[src/wes_regs.vh]
`ifndef WES_REGS_VH
`define WES_REGS_VH

// register indices as printed; byte address is four times the index
`define WES_IDX_ENABLE_ONE 8'hB0
`define WES_IDX_ENABLE_TWO 8'hB1
`define WES_IDX_STATUS_ONE 8'hB2
`define WES_IDX_STATUS_TWO 8'hB3
`define WES_IDX_IRQ_STATUS 8'hB4
`define WES_IDX_IRQ_MASK 8'hB5
`define WES_IDX_POWER_CTRL 8'hB6

// byte addresses on the register bus
`define WES_ADDR_ENABLE_ONE 12'h2C0
`define WES_ADDR_ENABLE_TWO 12'h2C4
`define WES_ADDR_STATUS_ONE 12'h2C8
`define WES_ADDR_STATUS_TWO 12'h2CC
`define WES_ADDR_IRQ_STATUS 12'h2D0
`define WES_ADDR_IRQ_MASK 12'h2D4
`define WES_ADDR_POWER_CTRL 12'h2D8

// status one fields
`define WES_S1_PORT_A_RING 0
`define WES_S1_PORT_B_RING 1
`define WES_S1_KEYBOARD 2
`define WES_S1_MOUSE 3
`define WES_S1_GROUP_A 4
`define WES_S1_GROUP_B 5
`define WES_S1_INFRARED_B 6
// status two fields
`define WES_S2_PORT_A_RX 0
`define WES_S2_PORT_B_RX 1
`define WES_S2_BUTTON 2
`define WES_S2_RING 3

// masks of implemented bits
`define WES_S1_LATCH_MASK 8'h4F
`define WES_S1_LIVE_MASK 8'h30
`define WES_S2_LATCH_MASK 8'h0F
`define WES_EN1_MASK 8'h7F
`define WES_EN2_MASK 8'hDB
`define WES_S2_POWER_MASK 8'h0B

// reset values
`define WES_EN1_RESET 8'h00
`define WES_EN2_RESET 8'h80
`define WES_STATUS_RESET 8'h00

// interrupt status bit positions
`define WES_IRQ_STATUS_ONE 0
`define WES_IRQ_STATUS_TWO 1

// axi responses
`define WES_RESP_OKAY 2'h0
`define WES_RESP_SLVERR 2'h2

`endif

[src/wes_wake_status.v]
`timescale 1ns/1ps
`include "wes_regs.vh"

// Functional notes
// RULE1 - each status bit is one once its wake source occurred, zero after clear; status one bits 4 and 5 show the live group level instead
// RULE2 - status one bit 0 latches port A ring falling edge, read clears
// RULE3 - status one bit 1 latches port B ring falling edge, read clears
// RULE4 - status one bit 2 latches keyboard data falling edge, read clears
// RULE5 - status one bit 3 latches mouse data falling edge, held until read
// RULE6 - status one bit 6 latches infrared B falling edge, held until read
// RULE7 - status one bit 4 shows live group irq A, read does not clear
// RULE8 - status one bit 5 shows live group irq B, clears at source
// RULE9 - status two bit 0 latches port A rx falling edge, read clears
// RULE10 - status two bit 1 latches port B rx falling edge, read clears
// RULE11 - status two bit 3 latches ring input event, read clears
// RULE12 - status two bit 2 latches power button press, read clears
// RULE13 - button latch is status only, never drives power request
// RULE14 - edge events stay latched after the pin returns high
// RULE15 - group irq bits are never latched here
// RULE16 - a wake event requests power only if its enable bit is set
// RULE17 - reserved bits read zero, ignore writes; latches reset to zero
// RULE18 - read clears only bits returned; concurrent edge stays pending
module wes_wake_status #(
    parameter ADDR_W = 12
) (
    // clock and reset
    input wire sys_clk_in,
    input wire rst_n_in,
    // wake source pins, idle high
    input wire port_a_ring_in,
    input wire port_b_ring_in,
    input wire keyboard_line_in,
    input wire mouse_line_in,
    input wire infrared_rx_b_in,
    input wire port_a_rx_in,
    input wire port_b_rx_in,
    input wire ring_input_n_in,
    input wire power_button_n_in,
    // internal group interrupts, active high
    input wire group_irq_a_in,
    input wire group_irq_b_in,
    // axi4-lite write address
    input wire [ADDR_W-1:0] s_axi_awaddr_in,
    input wire s_axi_awvalid_in,
    output reg s_axi_awready_out,
    // axi4-lite write data
    input wire [31:0] s_axi_wdata_in,
    input wire [3:0] s_axi_wstrb_in,
    input wire s_axi_wvalid_in,
    output reg s_axi_wready_out,
    // axi4-lite write response
    output reg [1:0] s_axi_bresp_out,
    output reg s_axi_bvalid_out,
    input wire s_axi_bready_in,
    // axi4-lite read address
    input wire [ADDR_W-1:0] s_axi_araddr_in,
    input wire s_axi_arvalid_in,
    output reg s_axi_arready_out,
    // axi4-lite read data
    output reg [31:0] s_axi_rdata_out,
    output reg [1:0] s_axi_rresp_out,
    output reg s_axi_rvalid_out,
    input wire s_axi_rready_in,
    // outputs
    output reg power_request_out_n,
    output reg irq_out
);

    // pin history for edge detection
    reg [8:0] pin_prev_r;
    wire [8:0] pin_now;
    wire [8:0] pin_fall;

    reg [7:0] enable_one_r;
    reg [7:0] enable_two_r;
    reg [7:0] status_one_r;
    reg [7:0] status_two_r;
    reg [7:0] status_one_nxt;
    reg [7:0] status_two_nxt;
    reg [1:0] group_live_r;
    reg [1:0] irq_status_r;
    reg [1:0] irq_status_nxt;
    reg [1:0] irq_mask_r;
    reg power_force_r;

    // write channel capture
    reg aw_held_r;
    reg w_held_r;
    reg [ADDR_W-1:0] aw_addr_r;
    reg [31:0] w_data_r;
    reg w_strb0_r;
    wire wr_fire;
    wire [ADDR_W-1:0] wr_target;
    wire [31:0] wr_word;
    wire wr_strb0;
    wire wr_to_en_one;
    wire wr_to_en_two;
    wire wr_to_st_one;
    wire wr_to_st_two;
    wire wr_to_irq_st;
    wire wr_to_irq_mask;
    wire wr_to_power;
    wire wr_mapped;

    // read side
    wire rd_fire;
    reg [31:0] rd_word;
    reg rd_hit;
    wire rd_status_one;
    wire rd_status_two;

    wire [7:0] edge_one;
    wire [7:0] edge_two;
    wire [7:0] status_one_view;
    wire [7:0] wake_one;
    wire [7:0] wake_two;

    function addr_is;
        input [ADDR_W-1:0] a;
        input [11:0] target;
        begin
            addr_is = ({{(32-ADDR_W){1'b0}}, a} & 32'hFFFFFFFC) ==
                      {20'h00000, target};
        end
    endfunction

    assign pin_now = {power_button_n_in, ring_input_n_in, port_b_rx_in,
                      port_a_rx_in, infrared_rx_b_in, mouse_line_in,
                      keyboard_line_in, port_b_ring_in, port_a_ring_in};
    assign pin_fall = pin_prev_r & ~pin_now;

    assign edge_one = {1'b0, pin_fall[4], 2'b00, pin_fall[3:0]};
    assign edge_two = {4'h0, pin_fall[7], pin_fall[8], pin_fall[6:5]};

    // live bits sampled once so reads see a stable level
    assign status_one_view = (status_one_r & `WES_S1_LATCH_MASK) |
                             {2'b00, group_live_r, 4'h0}; // RULE15

    assign rd_fire = s_axi_arvalid_in && s_axi_arready_out;
    assign rd_status_one = rd_fire &&
        addr_is(s_axi_araddr_in, `WES_ADDR_STATUS_ONE);
    assign rd_status_two = rd_fire &&
        addr_is(s_axi_araddr_in, `WES_ADDR_STATUS_TWO);

    // set beats clear, and clear removes only what the read returned
    always @* begin
        status_one_nxt = status_one_r;
        status_two_nxt = status_two_r;
        if (rd_status_one)
            status_one_nxt = 8'h00; // RULE18
        if (rd_status_two)
            status_two_nxt = 8'h00; // RULE12
        // RULE2 RULE3 RULE4 RULE5 RULE6 RULE14
        status_one_nxt = (status_one_nxt | edge_one) & `WES_S1_LATCH_MASK;
        // RULE9 RULE10 RULE11
        status_two_nxt = (status_two_nxt | edge_two) & `WES_S2_LATCH_MASK;
    end

    // wake qualifies only with its enable; button bit excluded
    assign wake_one = status_one_view & enable_one_r & `WES_EN1_MASK; // RULE16
    assign wake_two = status_two_r & enable_two_r & `WES_S2_POWER_MASK; // RULE13

    // a channel counts only once its own handshake happened
    assign wr_fire = (aw_held_r || (s_axi_awvalid_in && s_axi_awready_out)) &&
                     (w_held_r || (s_axi_wvalid_in && s_axi_wready_out)) &&
                     !s_axi_bvalid_out;

    // held or live channel, whichever arrived first
    assign wr_target = wr_addr(1'b0);
    assign wr_word = wr_data(1'b0);
    assign wr_strb0 = w_strb0_sel(1'b0);
    assign wr_to_en_one = addr_is(wr_target, `WES_ADDR_ENABLE_ONE);
    assign wr_to_en_two = addr_is(wr_target, `WES_ADDR_ENABLE_TWO);
    assign wr_to_st_one = addr_is(wr_target, `WES_ADDR_STATUS_ONE);
    assign wr_to_st_two = addr_is(wr_target, `WES_ADDR_STATUS_TWO);
    assign wr_to_irq_st = addr_is(wr_target, `WES_ADDR_IRQ_STATUS);
    assign wr_to_irq_mask = addr_is(wr_target, `WES_ADDR_IRQ_MASK);
    assign wr_to_power = addr_is(wr_target, `WES_ADDR_POWER_CTRL);
    assign wr_mapped = wr_to_en_one || wr_to_en_two || wr_to_st_one ||
                       wr_to_st_two || wr_to_irq_st || wr_to_irq_mask ||
                       wr_to_power;

    always @* begin
        rd_hit = 1'b1;
        rd_word = 32'h00000000;
        if (addr_is(s_axi_araddr_in, `WES_ADDR_ENABLE_ONE))
            rd_word = {24'h000000, enable_one_r};
        else if (addr_is(s_axi_araddr_in, `WES_ADDR_ENABLE_TWO))
            rd_word = {24'h000000, enable_two_r};
        else if (addr_is(s_axi_araddr_in, `WES_ADDR_STATUS_ONE))
            rd_word = {24'h000000, status_one_view}; // RULE1 RULE7 RULE8
        else if (addr_is(s_axi_araddr_in, `WES_ADDR_STATUS_TWO))
            rd_word = {24'h000000, status_two_r}; // RULE17
        else if (addr_is(s_axi_araddr_in, `WES_ADDR_IRQ_STATUS))
            rd_word = {30'h00000000, irq_status_r};
        else if (addr_is(s_axi_araddr_in, `WES_ADDR_IRQ_MASK))
            rd_word = {30'h00000000, irq_mask_r};
        else if (addr_is(s_axi_araddr_in, `WES_ADDR_POWER_CTRL))
            rd_word = {31'h00000000, power_force_r};
        else
            rd_hit = 1'b0;
    end

    // interrupt events: any new latched wake per register
    always @* begin
        irq_status_nxt = irq_status_r;
        if (wr_fire && wr_strb0 && wr_to_irq_st)
            irq_status_nxt = irq_status_r & ~wr_word[1:0];
        if (|edge_one)
            irq_status_nxt[`WES_IRQ_STATUS_ONE] = 1'b1;
        if (|edge_two)
            irq_status_nxt[`WES_IRQ_STATUS_TWO] = 1'b1;
    end

    function w_strb0_sel;
        input dummy;
        begin
            w_strb0_sel = w_held_r ? w_strb0_r : s_axi_wstrb_in[0];
        end
    endfunction

    function [ADDR_W-1:0] wr_addr;
        input dummy;
        begin
            wr_addr = aw_held_r ? aw_addr_r : s_axi_awaddr_in;
        end
    endfunction

    function [31:0] wr_data;
        input dummy;
        begin
            wr_data = w_held_r ? w_data_r : s_axi_wdata_in;
        end
    endfunction

    always @(posedge sys_clk_in) begin
        if (!rst_n_in) begin
            pin_prev_r <= 9'h1FF;
            enable_one_r <= `WES_EN1_RESET;
            enable_two_r <= `WES_EN2_RESET;
            status_one_r <= `WES_STATUS_RESET; // RULE17
            status_two_r <= `WES_STATUS_RESET;
            group_live_r <= 2'h0;
            irq_status_r <= 2'h0;
            irq_mask_r <= 2'h0;
            power_force_r <= 1'b0;
            power_request_out_n <= 1'b1;
            irq_out <= 1'b0;
            aw_held_r <= 1'b0;
            w_held_r <= 1'b0;
            aw_addr_r <= {ADDR_W{1'b0}};
            w_data_r <= 32'h00000000;
            w_strb0_r <= 1'b0;
            s_axi_awready_out <= 1'b0;
            s_axi_wready_out <= 1'b0;
            s_axi_bvalid_out <= 1'b0;
            s_axi_bresp_out <= `WES_RESP_OKAY;
            s_axi_arready_out <= 1'b0;
            s_axi_rvalid_out <= 1'b0;
            s_axi_rdata_out <= 32'h00000000;
            s_axi_rresp_out <= `WES_RESP_OKAY;
        end else begin
            pin_prev_r <= pin_now;
            group_live_r <= {group_irq_b_in, group_irq_a_in}; // RULE7 RULE8
            status_one_r <= status_one_nxt;
            status_two_r <= status_two_nxt;
            irq_status_r <= irq_status_nxt;
            irq_out <= |(irq_status_nxt & irq_mask_r);
            power_request_out_n <= ~(power_force_r | (|wake_one) |
                                     (|wake_two)); // RULE16

            // write address and data taken in either order
            s_axi_awready_out <= !aw_held_r && !s_axi_awvalid_in_taken(1'b0);
            s_axi_wready_out <= !w_held_r && !s_axi_wvalid_in_taken(1'b0);
            if (s_axi_awvalid_in && s_axi_awready_out && !wr_fire) begin
                aw_held_r <= 1'b1;
                aw_addr_r <= s_axi_awaddr_in;
                s_axi_awready_out <= 1'b0;
            end
            if (s_axi_wvalid_in && s_axi_wready_out && !wr_fire) begin
                w_held_r <= 1'b1;
                w_data_r <= s_axi_wdata_in;
                w_strb0_r <= s_axi_wstrb_in[0];
                s_axi_wready_out <= 1'b0;
            end
            if (wr_fire) begin
                aw_held_r <= 1'b0;
                w_held_r <= 1'b0;
                s_axi_awready_out <= 1'b0;
                s_axi_wready_out <= 1'b0;
                s_axi_bvalid_out <= 1'b1;
                s_axi_bresp_out <= `WES_RESP_OKAY;
                if (wr_strb0) begin
                    if (wr_to_en_one)
                        enable_one_r <= wr_word[7:0] & `WES_EN1_MASK;
                    else if (wr_to_en_two)
                        enable_two_r <= wr_word[7:0] & `WES_EN2_MASK;
                    else if (wr_to_irq_mask)
                        irq_mask_r <= wr_word[1:0];
                    else if (wr_to_power)
                        power_force_r <= wr_word[0];
                end
                // status one and two are read-only: writes ignored
                if (!wr_mapped)
                    s_axi_bresp_out <= `WES_RESP_SLVERR; // RULE17
            end else if (s_axi_bvalid_out && s_axi_bready_in) begin
                s_axi_bvalid_out <= 1'b0;
            end

            // one read at a time
            s_axi_arready_out <= !s_axi_rvalid_out && !rd_fire;
            if (rd_fire) begin
                s_axi_rvalid_out <= 1'b1;
                s_axi_rdata_out <= rd_word;
                s_axi_rresp_out <= rd_hit ? `WES_RESP_OKAY : `WES_RESP_SLVERR;
            end else if (s_axi_rvalid_out && s_axi_rready_in) begin
                s_axi_rvalid_out <= 1'b0;
            end
        end
    end

    // ready is withheld while a response is still pending
    function s_axi_awvalid_in_taken;
        input dummy;
        begin
            s_axi_awvalid_in_taken = s_axi_bvalid_out || wr_fire;
        end
    endfunction

    function s_axi_wvalid_in_taken;
        input dummy;
        begin
            s_axi_wvalid_in_taken = s_axi_bvalid_out || wr_fire;
        end
    endfunction

endmodule // wes_wake_status

[config.mk]
export PLATFORM = sky130hd
export DESIGN_NAME = wes_wake_status
export DESIGN_NICKNAME = d
export VERILOG_FILES = /design/src/wes_wake_status.v
export VERILOG_INCLUDE_DIRS = /design/src
export SDC_FILE = /design/constraint.sdc
export NUM_CORES = 1
export LEC_CHECK = 0
export BUFFER_PORTS_ARGS = -buffer_cell sky130_fd_sc_hd__buf_2
export CORE_AREA = 10 10 91 93
export CTS_CLUSTER_SIZE = 12
export DETAILED_ROUTE_END_ITERATION = 8
export DIE_AREA = 0 0 101 103
export GPL_TIMING_DRIVEN = 0
export PLACE_DENSITY = 0.91
export SLEW_MARGIN = 20
export SYNTH_ARGS = -nofsm -noshare
export SYNTH_HDL_FRONTEND = slang
export SYNTH_SLANG_ARGS = --single-unit
[constraint.sdc]
create_clock -name sys_clk_in -period 2.8 [get_ports sys_clk_in]
set_clock_uncertainty 0.05 [all_clocks]
set_input_delay 0.28 -clock sys_clk_in [delete_from_list [all_inputs] [get_ports sys_clk_in]]
set_output_delay 0.28 -clock sys_clk_in [all_outputs]
set_load 0.01 [all_outputs]
# ---- Word-level counts from Yosys, hierarchy flattened
# Cells that the tools add are included.
dict set report op_classes {
  eq_ne 14
  muxes 28
  n_bitwise 17
  reduce_logical 46
}
# operator count
set op_table {}
lappend op_table {{10-bit by 8-bit equality test with 1-bit output, second input constant} 14}
lappend op_table {{32-bit two-way mux} 1}
lappend op_table {{8-bit two-way mux} 3}
lappend op_table {{1-bit logical AND} 16}
lappend op_table {{1-bit two-way mux} 15}
lappend op_table {{12-bit two-way mux} 1}
lappend op_table {{2-bit two-way mux} 5}
lappend op_table {{9-bit AND} 1}
lappend op_table {{1-bit logical OR} 9}
lappend op_table {{9-bit NOT} 1}
lappend op_table {{3-bit OR reduction} 3}
lappend op_table {{4-bit two-way mux} 2}
lappend op_table {{7-bit AND} 1}
lappend op_table {{1-bit zero test} 7}
lappend op_table {{7-bit two-way mux} 1}
lappend op_table {{7-bit by 6-bit bitwise OR with 7-bit output} 1}
lappend op_table {{7-bit bitwise OR} 1}
lappend op_table {{7-bit OR reduction} 1}
lappend op_table {{6-bit AND reduction} 1}
lappend op_table {{1-bit NOT} 5}
lappend op_table {{5-bit AND reduction} 1}
lappend op_table {{5-bit OR reduction} 1}
lappend op_table {{2-bit AND} 2}
lappend op_table {{4-bit AND} 1}
lappend op_table {{8 further kinds} 11}
dict set report word_totals {
  register_bits 104
  inputBits 78
  out_inout_bits 43
}

# ---- Longest topological paths before layout
# Gate-level depths: netlist of the first run.
dict set report logic_depth {
  ltp_word 10
  depth_mapped 7
  ltp_nobuf 5
}

# ---- Worst setup path before layout of the first run
# OpenSTA, ideal clock, no wires.
dict set report synth_timing {
  path_kind {register to register}
  startpoint {reg aw_held_r}
  endpoint {reg irq_status_r[1]}
  arrival_ps 1724
  setup_slack_ps 893
  path_stages_with_launch 7
  path_buffers 1
  period_less_slack_ps 1907
  path_cell_list {dfxtp_1 buf_6 and4bb_1 a22oi_2 or4b_4 o41ai_2 a21oi_1}
}
dict set report synth_via {
  elab_chain_cells 7
}
# element line
set synth_lines {}
lappend synth_lines {{from (decl)} wes_wake_status.v:87} ;# reg aw_held_r;
lappend synth_lines {{from (signal assigned)} wes_wake_status.v:249} ;# aw_held_r <= 1'b0;
lappend synth_lines {{from (signal assigned)} wes_wake_status.v:276} ;# aw_held_r <= 1'b1;
lappend synth_lines {{from (signal assigned)} wes_wake_status.v:287} ;# aw_held_r <= 1'b0;
lappend synth_lines {{parallel branches: the longest is 4 deep, another holds 12-bit two-way mux} -}
lappend synth_lines {{1-bit logical AND *} wes_wake_status.v:207} ;# if (wr_fire && wr_strb0 && wr_to_irq_st)
lappend synth_lines {{2-bit two-way mux *} wes_wake_status.v:207}
lappend synth_lines {{1-bit two-way mux *} wes_wake_status.v:211} ;# if (|edge_two)
lappend synth_lines {{to (signal assigned)} wes_wake_status.v:267} ;# irq_status_r <= irq_status_nxt;
lappend synth_lines {{to (decl)} wes_wake_status.v:81} ;# reg [1:0] irq_status_r;
# Mark *: on every way between the ends.
# A chain may end at the register's enable or synchronous reset.

# ---- Final worst setup path of the first run
# Same ends and word-level chain as after synthesis.

==> run_results.csv, run 1 <==
group,metric,value,unit
outcome,status,"finished, final reports clean",
synth,yosysTopAreaCell,"dfxtp_1",
layout,stdcell_area,4160,µm²
clock_network,cts_made_buffers,9,
sta,tightestPinTransition,0.556,ns
synth,synth.most_common_cell,"dfxtp_1",
drt,firstDrtPassIters,4,
sta,fin_crit,2.11,ns
synth,synth_top_area_share,44.2,%
global_routing,grt_start_max_net_pins,13,
synth,yosys.cell_types.count,49,
layout,drive_gt1_share,27.4,%
setup_path,ff2ff_setup_slack,0.69,ns
setup_path,path_max_fanout,9,
clock_network,cts.sinks,76,
clock_network,cts-resized-gates,0,
setup_path,cp-end-kind,"flip-flop",
setup_path,startpoint,"aw_held_r$_SDFFE_PP0P_",
die,start_util,52.4,%
die,die_w,101,µm
synth,synth_commonest_cells,"76 x dfxtp_1, 40 x nand2_1, 38 x mux2i_1",
placed_design,hpwlAfterDp,7.04,mm
sta,grt_setup_unrepaired,"no",
sta,fmax,474,MHz
synth,synthFlopType,"dfxtp_1",
drt,via_per_inst,5.34,
synth,synth-edff-count,0,
setup_path,critPathCapture,"irq_status_r[1]$_SDFF_PN0_",
synth,syn_avg_cell_area,9.39,µm²
clock_network,clk_pin_slew,0.08,ns
setup_path,critPathLaunchType,"flip-flop",
drt,route.detailed.drc,0,
sta,setup_viol,0,
drt,totalWireLength,9.02,mm
job,maxCapViolations,0,
power,p_leak,1.96,nW
global_routing,grt_first_pass_wirelength,14.4,mm
layout,diodes,0,
global_routing,track_usage,17.3,%
clock_network,cts_hold_buf,0,
global_routing,grt-ovfl-total,0,
setup_path,r2r-start,"aw_held_r$_SDFFE_PP0P_",
synth,yosysWarnings,0,
drt,post_drt_wl_per_cell,16.4,µm
setup_path,reg2reg_to,"irq_status_r[1]$_SDFF_PN0_",
placed_design,gp_congestion,0.911,
clock_network,cts-root-buf,"clkbuf_8",
die,die_h,103,µm
sta,fin_crit_sh,75.4,%
synth,ys_ff_latch,76,
placed_design,dpl_cell_area,3950,µm²
synth,async_reset_ff_share,0,%
synth,ys_top_cells_by_area,"dfxtp_1 44%, mux2i_1 11%, buf_4 5.9%",
die,coreArea,6570,µm²
sta,hold_violations,0,
clock_network,cts_tree,"done",
synth,syn_inst,367,
worst_hold_path,holdCritPathClass,"input pin to flip-flop",
setup_path,worstPathArrival,2.27,ns
global_routing,grt_pass1_vias,3044,
sta,drv_slew,0,
clock_network,htree_levels,3,
die,fp-row-count,30,
sta,fin_setup_tns,0,ns
die,ios,121,
drt,via_count,2945,
power,ir_worst_vdd,425,µV
clock_network,clock_latency,0.34,ns
clock_network,post-cts-setup-buffers,0,
sta,slew_headroom,62.7,%
power,powerDensity,562,nW/µm²
setup_path,critPathKind,"flip-flop to flip-flop",
drt,drtAntennaViolNets,0,
sta,hold_slack,0.0742,ns
synth,syn-cell-area,3440,µm²
setup_path,cp.required,2.96,ns
global_routing,antenna_found_initial,0,
layout,nets,544,
placed_design,portBuffers,63,
die,die-area,10400,µm²
layout,area_growth,20.7,%
synth,ys_seq_area_share,44.2,%
drt,drt_iter0_markers,131,
clock_network,clock_path_buffers,2,
setup_path,reg2reg_depth,6,
## sequential cells by signal (all words and copies together), names as in the netlist, 4 cells and up
name,cells
enable_one_r,7
w_data_r,8
aw_addr_r,10
s_axi_rdata_out,8
enable_two_r,6
status_two_r,4
pin_prev_r,9
status_one_r,5
## worst min-delay path by stage
stage	from	to	slack (ns)	cells past startpoint
3_3_place_gp	s_axi_rdata_out[7]$_SDFFE_PN0P_	s_axi_rdata_out[7]$_SDFFE_PN0P_	0.39	2
5_1_grt	power_button_n_in	pin_prev_r[8]$_SDFF_PN1_	0.07	2
3_5_place_dp	s_axi_rdata_out[2]$_SDFFE_PN0P_	s_axi_rdata_out[2]$_SDFFE_PN0P_	0.40	2
2_1_floorplan	infrared_rx_b_in	pin_prev_r[4]$_SDFF_PN1_	0.33	2
6_report	power_button_n_in	pin_prev_r[8]$_SDFF_PN1_	0.07	2
4_1_cts	power_button_n_in	pin_prev_r[8]$_SDFF_PN1_	0.07	2
## routing by layer
metal	track usage [%]	routed length [µm]
met5	0	0
met4	5.79	127
met3	5.83	885
met2	30.0	4490
met1	19.5	3520
## per-stage QoR
| step | total power [mW] | util, % | instances | setup WS [ns] |
|---|---|---|---|---|
| 4_1_cts | 2.34 | 63.3 | 551 | 0.705 |
| 6_report | 2.34 | 63.3 | 551 | 0.690 |
| 3_3_place_gp | 1.49 | 60.2 | 535 | 0.722 |
| 3_5_place_dp | 1.50 | 60.2 | 535 | 0.677 |
| 2_1_floorplan | 1.40 | - | 392 | 0.893 |
| 5_1_grt | 2.43 | 63.3 | 551 | 0.563 |
## worst max-delay path: stages (launching register included)
cell	delay (ns)
dfxtp_1	0.31
buf_6	0.14
nor4_1	0.32
nor2_1	0.13
or4b_4	0.57
o41ai_2	0.36
a21oi_1	0.10
## cell type report
cell class	instances	area (µm²)
fillers	560	2410
multi-input cells	267	1720
flip-flops and latches	76	1520
repair buffers	63	315
plain buffers	43	274
clock buffers	12	155
well taps	80	100
clock inverters	4	47.5
inverters	6	22.5
## kinds of logic (layout without fill, tap and decap cells)
family | count (synthesis) | count (layout) | share of synthesized area, %
buffers and inverters | 49 | 128 | 8.61
AOI/OAI and AO/OA | 60 | 60 | 11.7
and+or+nand+nor | 131 | 131 | 19.5
DFF | 76 | 76 | 44.2
other | 1 | 26 | 0.109
muxes | 50 | 50 | 15.9
## power breakdown
part           switching [mW]  internal, mW
combinational           0.173         0.146
clock                   0.396         0.458
sequential             0.0329          1.13
## placed cells by master (no fill, tap or decap), types with 3 or more instances in the layout
cell / count
a22oi_1: 4
buf_4: 27
nand2b_1: 15
nor4_1: 3
o21ai_0: 13
mux4_2: 3
nor3_1: 3
a21o_1: 3
a21oi_1: 15
nor2b_1: 5
clkbuf_1: 13
nand2_1: 40
inv_1: 5
and2_1: 3
clkbuf_8: 11
a31oi_1: 5
nand3_1: 10
nand4_1: 4
conb_1: 26
mux2_2: 9
buf_2: 66
mux2i_1: 38
a22o_1: 4
o211ai_1: 3
dfxtp_1: 76
nor2_1: 35
No activity file was read; power rests on OpenSTA's default activity.
==> run 2: changes to the inputs <==
--- a/config.mk
+++ b/config.mk
@@ -7,12 +7,12 @@
 export NUM_CORES = 1
 export LEC_CHECK = 0
 export BUFFER_PORTS_ARGS = -buffer_cell sky130_fd_sc_hd__buf_2
-export CORE_AREA = 10 10 91 93
+export CORE_AREA = 10 10 99 101
 export CTS_CLUSTER_SIZE = 12
 export DETAILED_ROUTE_END_ITERATION = 8
-export DIE_AREA = 0 0 101 103
+export DIE_AREA = 0 0 109 111
 export GPL_TIMING_DRIVEN = 0
-export PLACE_DENSITY = 0.91
+export PLACE_DENSITY = 0.82
 export SLEW_MARGIN = 20
 export SYNTH_ARGS = -nofsm -noshare
 export SYNTH_HDL_FRONTEND = slang
==> constraint.sdc (replaced) <==
create_clock -name sys_clk_in -period 1.8 [get_ports sys_clk_in]
set_clock_uncertainty 0.05 [all_clocks]
set_input_delay 0.18 -clock sys_clk_in [delete_from_list [all_inputs] [get_ports sys_clk_in]]
set_output_delay 0.18 -clock sys_clk_in [all_outputs]
set_load 0.01 [all_outputs]
==> run 2 against run 1 <==
The run now ends with setup timing left. Register-to-register slack got worse by 0.87 ns. Fmax grew 6.6%. Wire length up 3.1%. Non-clock buffer count up 17. Sequential share of layout area shrank 2.5 points. Worst setup slack lost 0.87 ns. Highest routed layer unchanged.
==> run_results.csv, run 2 (synthesis gave the netlist of run 1 again) <==
group,metric,value,unit
die,start_util,43.2,%
clock_network,cts_made_buffers,9,
setup_path,critPathLaunchType,"flip-flop",
setup_path,critPathKind,"flip-flop to flip-flop",
clock_network,cts.sinks,76,
outcome,status,"complete, but fails checks",
global_routing,track_usage,15.0,%
power,p_leak,2.10,nW
setup_path,path_max_fanout,8,
setup_path,startpoint,"aw_held_r$_SDFFE_PP0P_",
setup_path,slowest_delay,0.60,ns
drt,via_per_inst,5.19,
sta,fin_crit_sh,110,%
setup_path,worstPathCellList,"buf_6 -> nor4b_4 -> nor2_2 -> or4b_4 -> o41ai_2 -> a21oi_1",
clock_network,cts-root-buf,"clkbuf_8",
sta,grt_setup_unrepaired,"yes",
die,die_w,109,µm
global_routing,antenna_found_initial,0,
layout,area_growth,29.6,%
sta,fin_crit,1.98,ns
die,ios,121,
sta,drv_slew,0,
drt,route.detailed.drc,0,
power,power.total,3.84,mW
global_routing,grt_start_max_net_pins,13,
die,coreArea,7970,µm²
sta,hold_violations,0,
outcome,violations,"setup timing",
clock_network,clock_path_buffers,2,
sta,tightestPinTransition,0.559,ns
placed_design,gp_congestion,0.897,
drt,totalWireLength,9.30,mm
layout,drive_gt1_share,30.5,%
setup_path,worstPathArrival,2.16,ns
clock_network,clock_latency,0.36,ns
drt,drt_iter0_markers,258,
sta,slew_headroom,62.6,%
clock_network,cts_tree,"done",
die,die_h,111,µm
layout,nets,561,
sta,setup_viol,11,
sta,worst_slack,-0.179,ns
clock_network,clk_pin_slew,0.07,ns
drt,via_count,3077,
layout,top_regs,"aw_addr_r (10), pin_prev_r (9)",
power,powerDensity,861,nW/µm²
setup_path,cp-end-kind,"flip-flop",
placed_design,pre_cts_slack,-0.176,ns
setup_path,cp.required,1.98,ns
layout,largest_reg_flops,10,
layout,fillers,674,
drt,drtAntennaViolNets,0,
power,ir_worst_vdd,331,µV
global_routing,grt_pass1_vias,3024,
drt,post_drt_wl_per_cell,15.7,µm
drt,firstDrtPassIters,5,
clock_network,htree_levels,3,
die,die-area,12100,µm²
layout,layout_commonest_cell,"dfxtp_1",
setup_path,r2r-start,"aw_held_r$_SDFFE_PP0P_",
global_routing,grt-ovfl-total,0,
die,fp-row-count,33,
layout,diodes,0,
layout,final_cell_mix,"75 x dfxtp_1, 64 x buf_2, 39 x nand2_1, 36 x mux2i_1, 32 x buf_4",
placed_design,hpwlAfterDp,6.97,mm
global_routing,grt_first_pass_wirelength,14.7,mm
worst_hold_path,min_from,"group_irq_a_in",
layout,final_core_util,56.0,%
worst_hold_path,holdCritPathClass,"input pin to flip-flop",
placed_design,portBuffers,63,
sta,fmax,505,MHz
job,maxCapViolations,0,
layout,largest_register,"aw_addr_r",
setup_path,critPathSlowestCell,"or4b_4",
## run 2: cell type report
cell class                 instances  area [µm²]  share of cell area (%)
buffer                            43         287                    6.42
clock buffer                      13         159                    3.56
clock inverter                     3        68.8                    1.54
inverter                           6        22.5                   0.504
multi-input combinational        267        1800                    40.4
sequential                        76        1520                    34.1
tap                              105         131                    2.94
timing repair buffer              80         472                    10.6
## run 2: what timing repair did
action,4_1_cts,5_1_grt
pin swaps,2,3
hold endpoints to repair,10,0
buffers inserted,4,3
resized for setup,9,13
hold buffers,10,0
setup endpoints to repair,15,13
## run 2: per-stage QoR
stage	TNS, ns	hold slack (ns)	area (µm²)	instances
2_1_floorplan	-0.0714	0.226	3560	392
3_3_place_gp	-1.88	0.325	4010	560
3_5_place_dp	-2.51	0.331	4010	560
4_1_cts	-1.05	0.00754	4390	590
5_1_grt	-2.20	0.00744	4460	593
6_report	-1.52	0.00806	4460	593
## run 2: where the power goes
| group | total (mW) | switching, mW | leakage (nW) | internal, mW |
|---|---|---|---|---|
| registers | 1.82 | 0.0551 | 0.623 | 1.76 |
| clock network | 1.48 | 0.622 | 0.114 | 0.860 |
| logic | 0.545 | 0.287 | 1.36 | 0.258 |
| total | 3.84 | 0.964 | 2.10 | 2.88 |
## run 2: per-layer routing
layer  global-route usage (%)  wire, µm  part of all wire (%)  up-vias
li1                         -         -                     -     1478
met1                     16.8      3660                    39     1421
met2                     24.9      4440                    48      150
met3                     5.17       933                    10       28
met4                     6.33       264                   2.8        0
met5                        0         0                     0        -
## run 2: worst paths after layout
path | cells past startpoint | to | slack, ns
worst min-delay path | 2 | group_live_r[0]$_SDFF_PN0_ | 0.008
worst max register to register | 6 | irq_status_r[1]$_SDFF_PN0_ | -0.18
worst min register to register | 2 | s_axi_rdata_out[6]$_SDFFE_PN0P_ | 0.40
worst max-delay path | 6 | irq_status_r[1]$_SDFF_PN0_ | -0.18
## run 2: critical path: cells and delay by family, from the launching register on
kind,cells,cell delay (ns)
simple gates,3,0.95
compound gates,2,0.39
flops,1,0.32
buf+inv,1,0.13
==> run 3: changes to the inputs <==
==> constraint.sdc (replaced) <==
create_clock -name sys_clk_in -period 1.8 [get_ports sys_clk_in]
set_clock_uncertainty 0.05 [all_clocks]
set_input_delay 0.18 -clock sys_clk_in [delete_from_list [all_inputs] [get_ports sys_clk_in]]
set_output_delay 0.18 -clock sys_clk_in [all_outputs]
set_load 0.05 [all_outputs]
==> run 3 against run 2 <==
The run still ends with setup timing left. Via count decreased by 1.5%. Non-clock buffer count fell by 2. Sequential cell count unchanged. Critical path depth unchanged. Sequential share of layout area rose by 0.40 points. Critical path type unchanged. Largest power group unchanged. Highest routed layer unchanged.
==> run_results.csv, run 3 (synthesis gave the netlist of run 1 again) <==
group,metric,value,unit
global_routing,antenna_found_initial,0,
power,ir_worst_vdd,527,µV
sta,fin_crit,1.97,ns
placed_design,portBuffers,63,
global_routing,track_usage,15.3,%
setup_path,cp.required,2.02,ns
sta,worst_slack,-0.173,ns
die,fp-row-count,33,
layout,layout_commonest_cell,"dfxtp_1",
setup_path,critPathKind,"flip-flop to flip-flop",
setup_path,cp-end-kind,"flip-flop",
drt,route.detailed.drc,0,
outcome,status,"complete, but fails checks",
placed_design,dp_cells,560,
sta,tightestPinTransition,0.557,ns
clock_network,cts_made_buffers,9,
layout,fillers,693,
clock_network,cts-root-buf,"clkbuf_8",
placed_design,pre_cts_slack,-0.229,ns
drt,post_drt_wl_per_cell,15.8,µm
layout,largest_reg_flops,10,
die,coreArea,7970,µm²
layout,diodes,0,
layout,nets,559,
layout,instances_no_fill,591,
power,powerDensity,882,nW/µm²
global_routing,grt_first_pass_wirelength,14.9,mm
drt,drtAntennaViolNets,0,
die,die_h,111,µm
drt,totalWireLength,9.37,mm
clock_network,clock_path_buffers,2,
placed_design,gp_congestion,0.882,
layout,final_cell_mix,"72 x dfxtp_1, 64 x buf_2, 39 x nand2_1, 36 x mux2i_1",
die,start_util,43.2,%
setup_path,worstPathArrival,2.20,ns
drt,via_per_inst,5.13,
sta,setup_viol,11,
power,power.total,3.91,mW
setup_path,critPathLaunchType,"flip-flop",
clock_network,htree_levels,3,
drt,drt_iter0_markers,236,
placed_design,hpwlAfterDp,6.81,mm
sta,hold_violations,0,
layout,final_core_util,55.7,%
die,die-area,12100,µm²
clock_network,clock_latency,0.35,ns
power,p_leak,2.08,nW
sta,fin_crit_sh,110,%
die,ios,121,
clock_network,cts.sinks,76,
die,die_w,109,µm
layout,largest_register,"aw_addr_r",
sta,fmax,507,MHz
job,maxCapViolations,0,
sta,fin_setup_tns,-1.27,ns
placed_design,dpl_cell_area,4020,µm²
layout,drive_gt1_share,30.2,%
outcome,violations,"setup timing",
worst_hold_path,holdCritPathClass,"input pin to flip-flop",
global_routing,grt_start_max_net_pins,14,
layout,top_regs,"aw_addr_r (10), pin_prev_r (9)",
sta,slew_headroom,62.7,%
drt,firstDrtPassIters,4,
drt,via_count,3031,
sta,hold_slack,0.00684,ns
sta,drv_slew,0,
layout,stdcell_area,4440,µm²
clock_network,cts_tree,"done",
clock_network,clk_pin_slew,0.08,ns
global_routing,grt-ovfl-total,0,
layout,area_growth,28.8,%
sta,grt_setup_unrepaired,"yes",
setup_path,path_max_fanout,8,
global_routing,grt_pass1_vias,3160,
==> run 3: per-layer routing <==
layer | GRT usage (%) | vias to the layer above | share of wire, %
met4 | 8.71 | 0 | 3.1
li1 | - | 1467 | -
met5 | 0 | - | 0
met3 | 4.65 | 27 | 9.0
met2 | 24.9 | 133 | 49
met1 | 16.9 | 1404 | 39
==> run 3: cell type report <==
class	instances	area [µm²]	share of cell area, %
plain buffers	43	290	6.54
clock buffers	9	124	2.79
clock inverters	7	90.1	2.03
inverters	6	22.5	0.507
multi-input cells	267	1800	40.5
flip-flops and latches	76	1530	34.5
well taps	105	131	2.96
repair buffers	78	453	10.2
==> run 3: report_power, final <==
group	internal, mW	total [mW]	switching [mW]
Combinational	0.266	0.695	0.430
Clock	0.776	1.40	0.625
Sequential	1.76	1.82	0.0557
Total	2.80	3.91	1.11
==> run 3: path summary, 6_finish.rpt <==
kind	endpoint	depth (start not counted)	from	slack, ns
setup / recovery	irq_mask_r[1]$_SDFFE_PN0P_	6	aw_held_r$_SDFFE_PP0P_	-0.17
hold / removal	pin_prev_r[2]$_SDFF_PN1_	2	keyboard_line_in	0.007
setup reg to reg	irq_mask_r[1]$_SDFFE_PN0P_	6	aw_held_r$_SDFFE_PP0P_	-0.17
hold reg to reg	s_axi_wready_out$_SDFF_PP0_	1	s_axi_bvalid_out$_SDFFE_PN0P_	0.40
==> run 3: critical path: stages, from the launching register on <==
cell	delay (ns)
dfxtp_2	0.34
buf_8	0.14
nor4b_4	0.24
nor2_2	0.09
or4b_4	0.59
nor3_4	0.24
mux2i_1	0.22
==> run 3: repair_timing <==
action                                  4_1_cts  5_1_grt
hold endpoints to repair                     10        0
hold buffers                                 10        0
buffers inserted                              4        1
gates resized for setup                       7       10
pin swaps                                     4        2
endpoints found under the setup margin       18       20
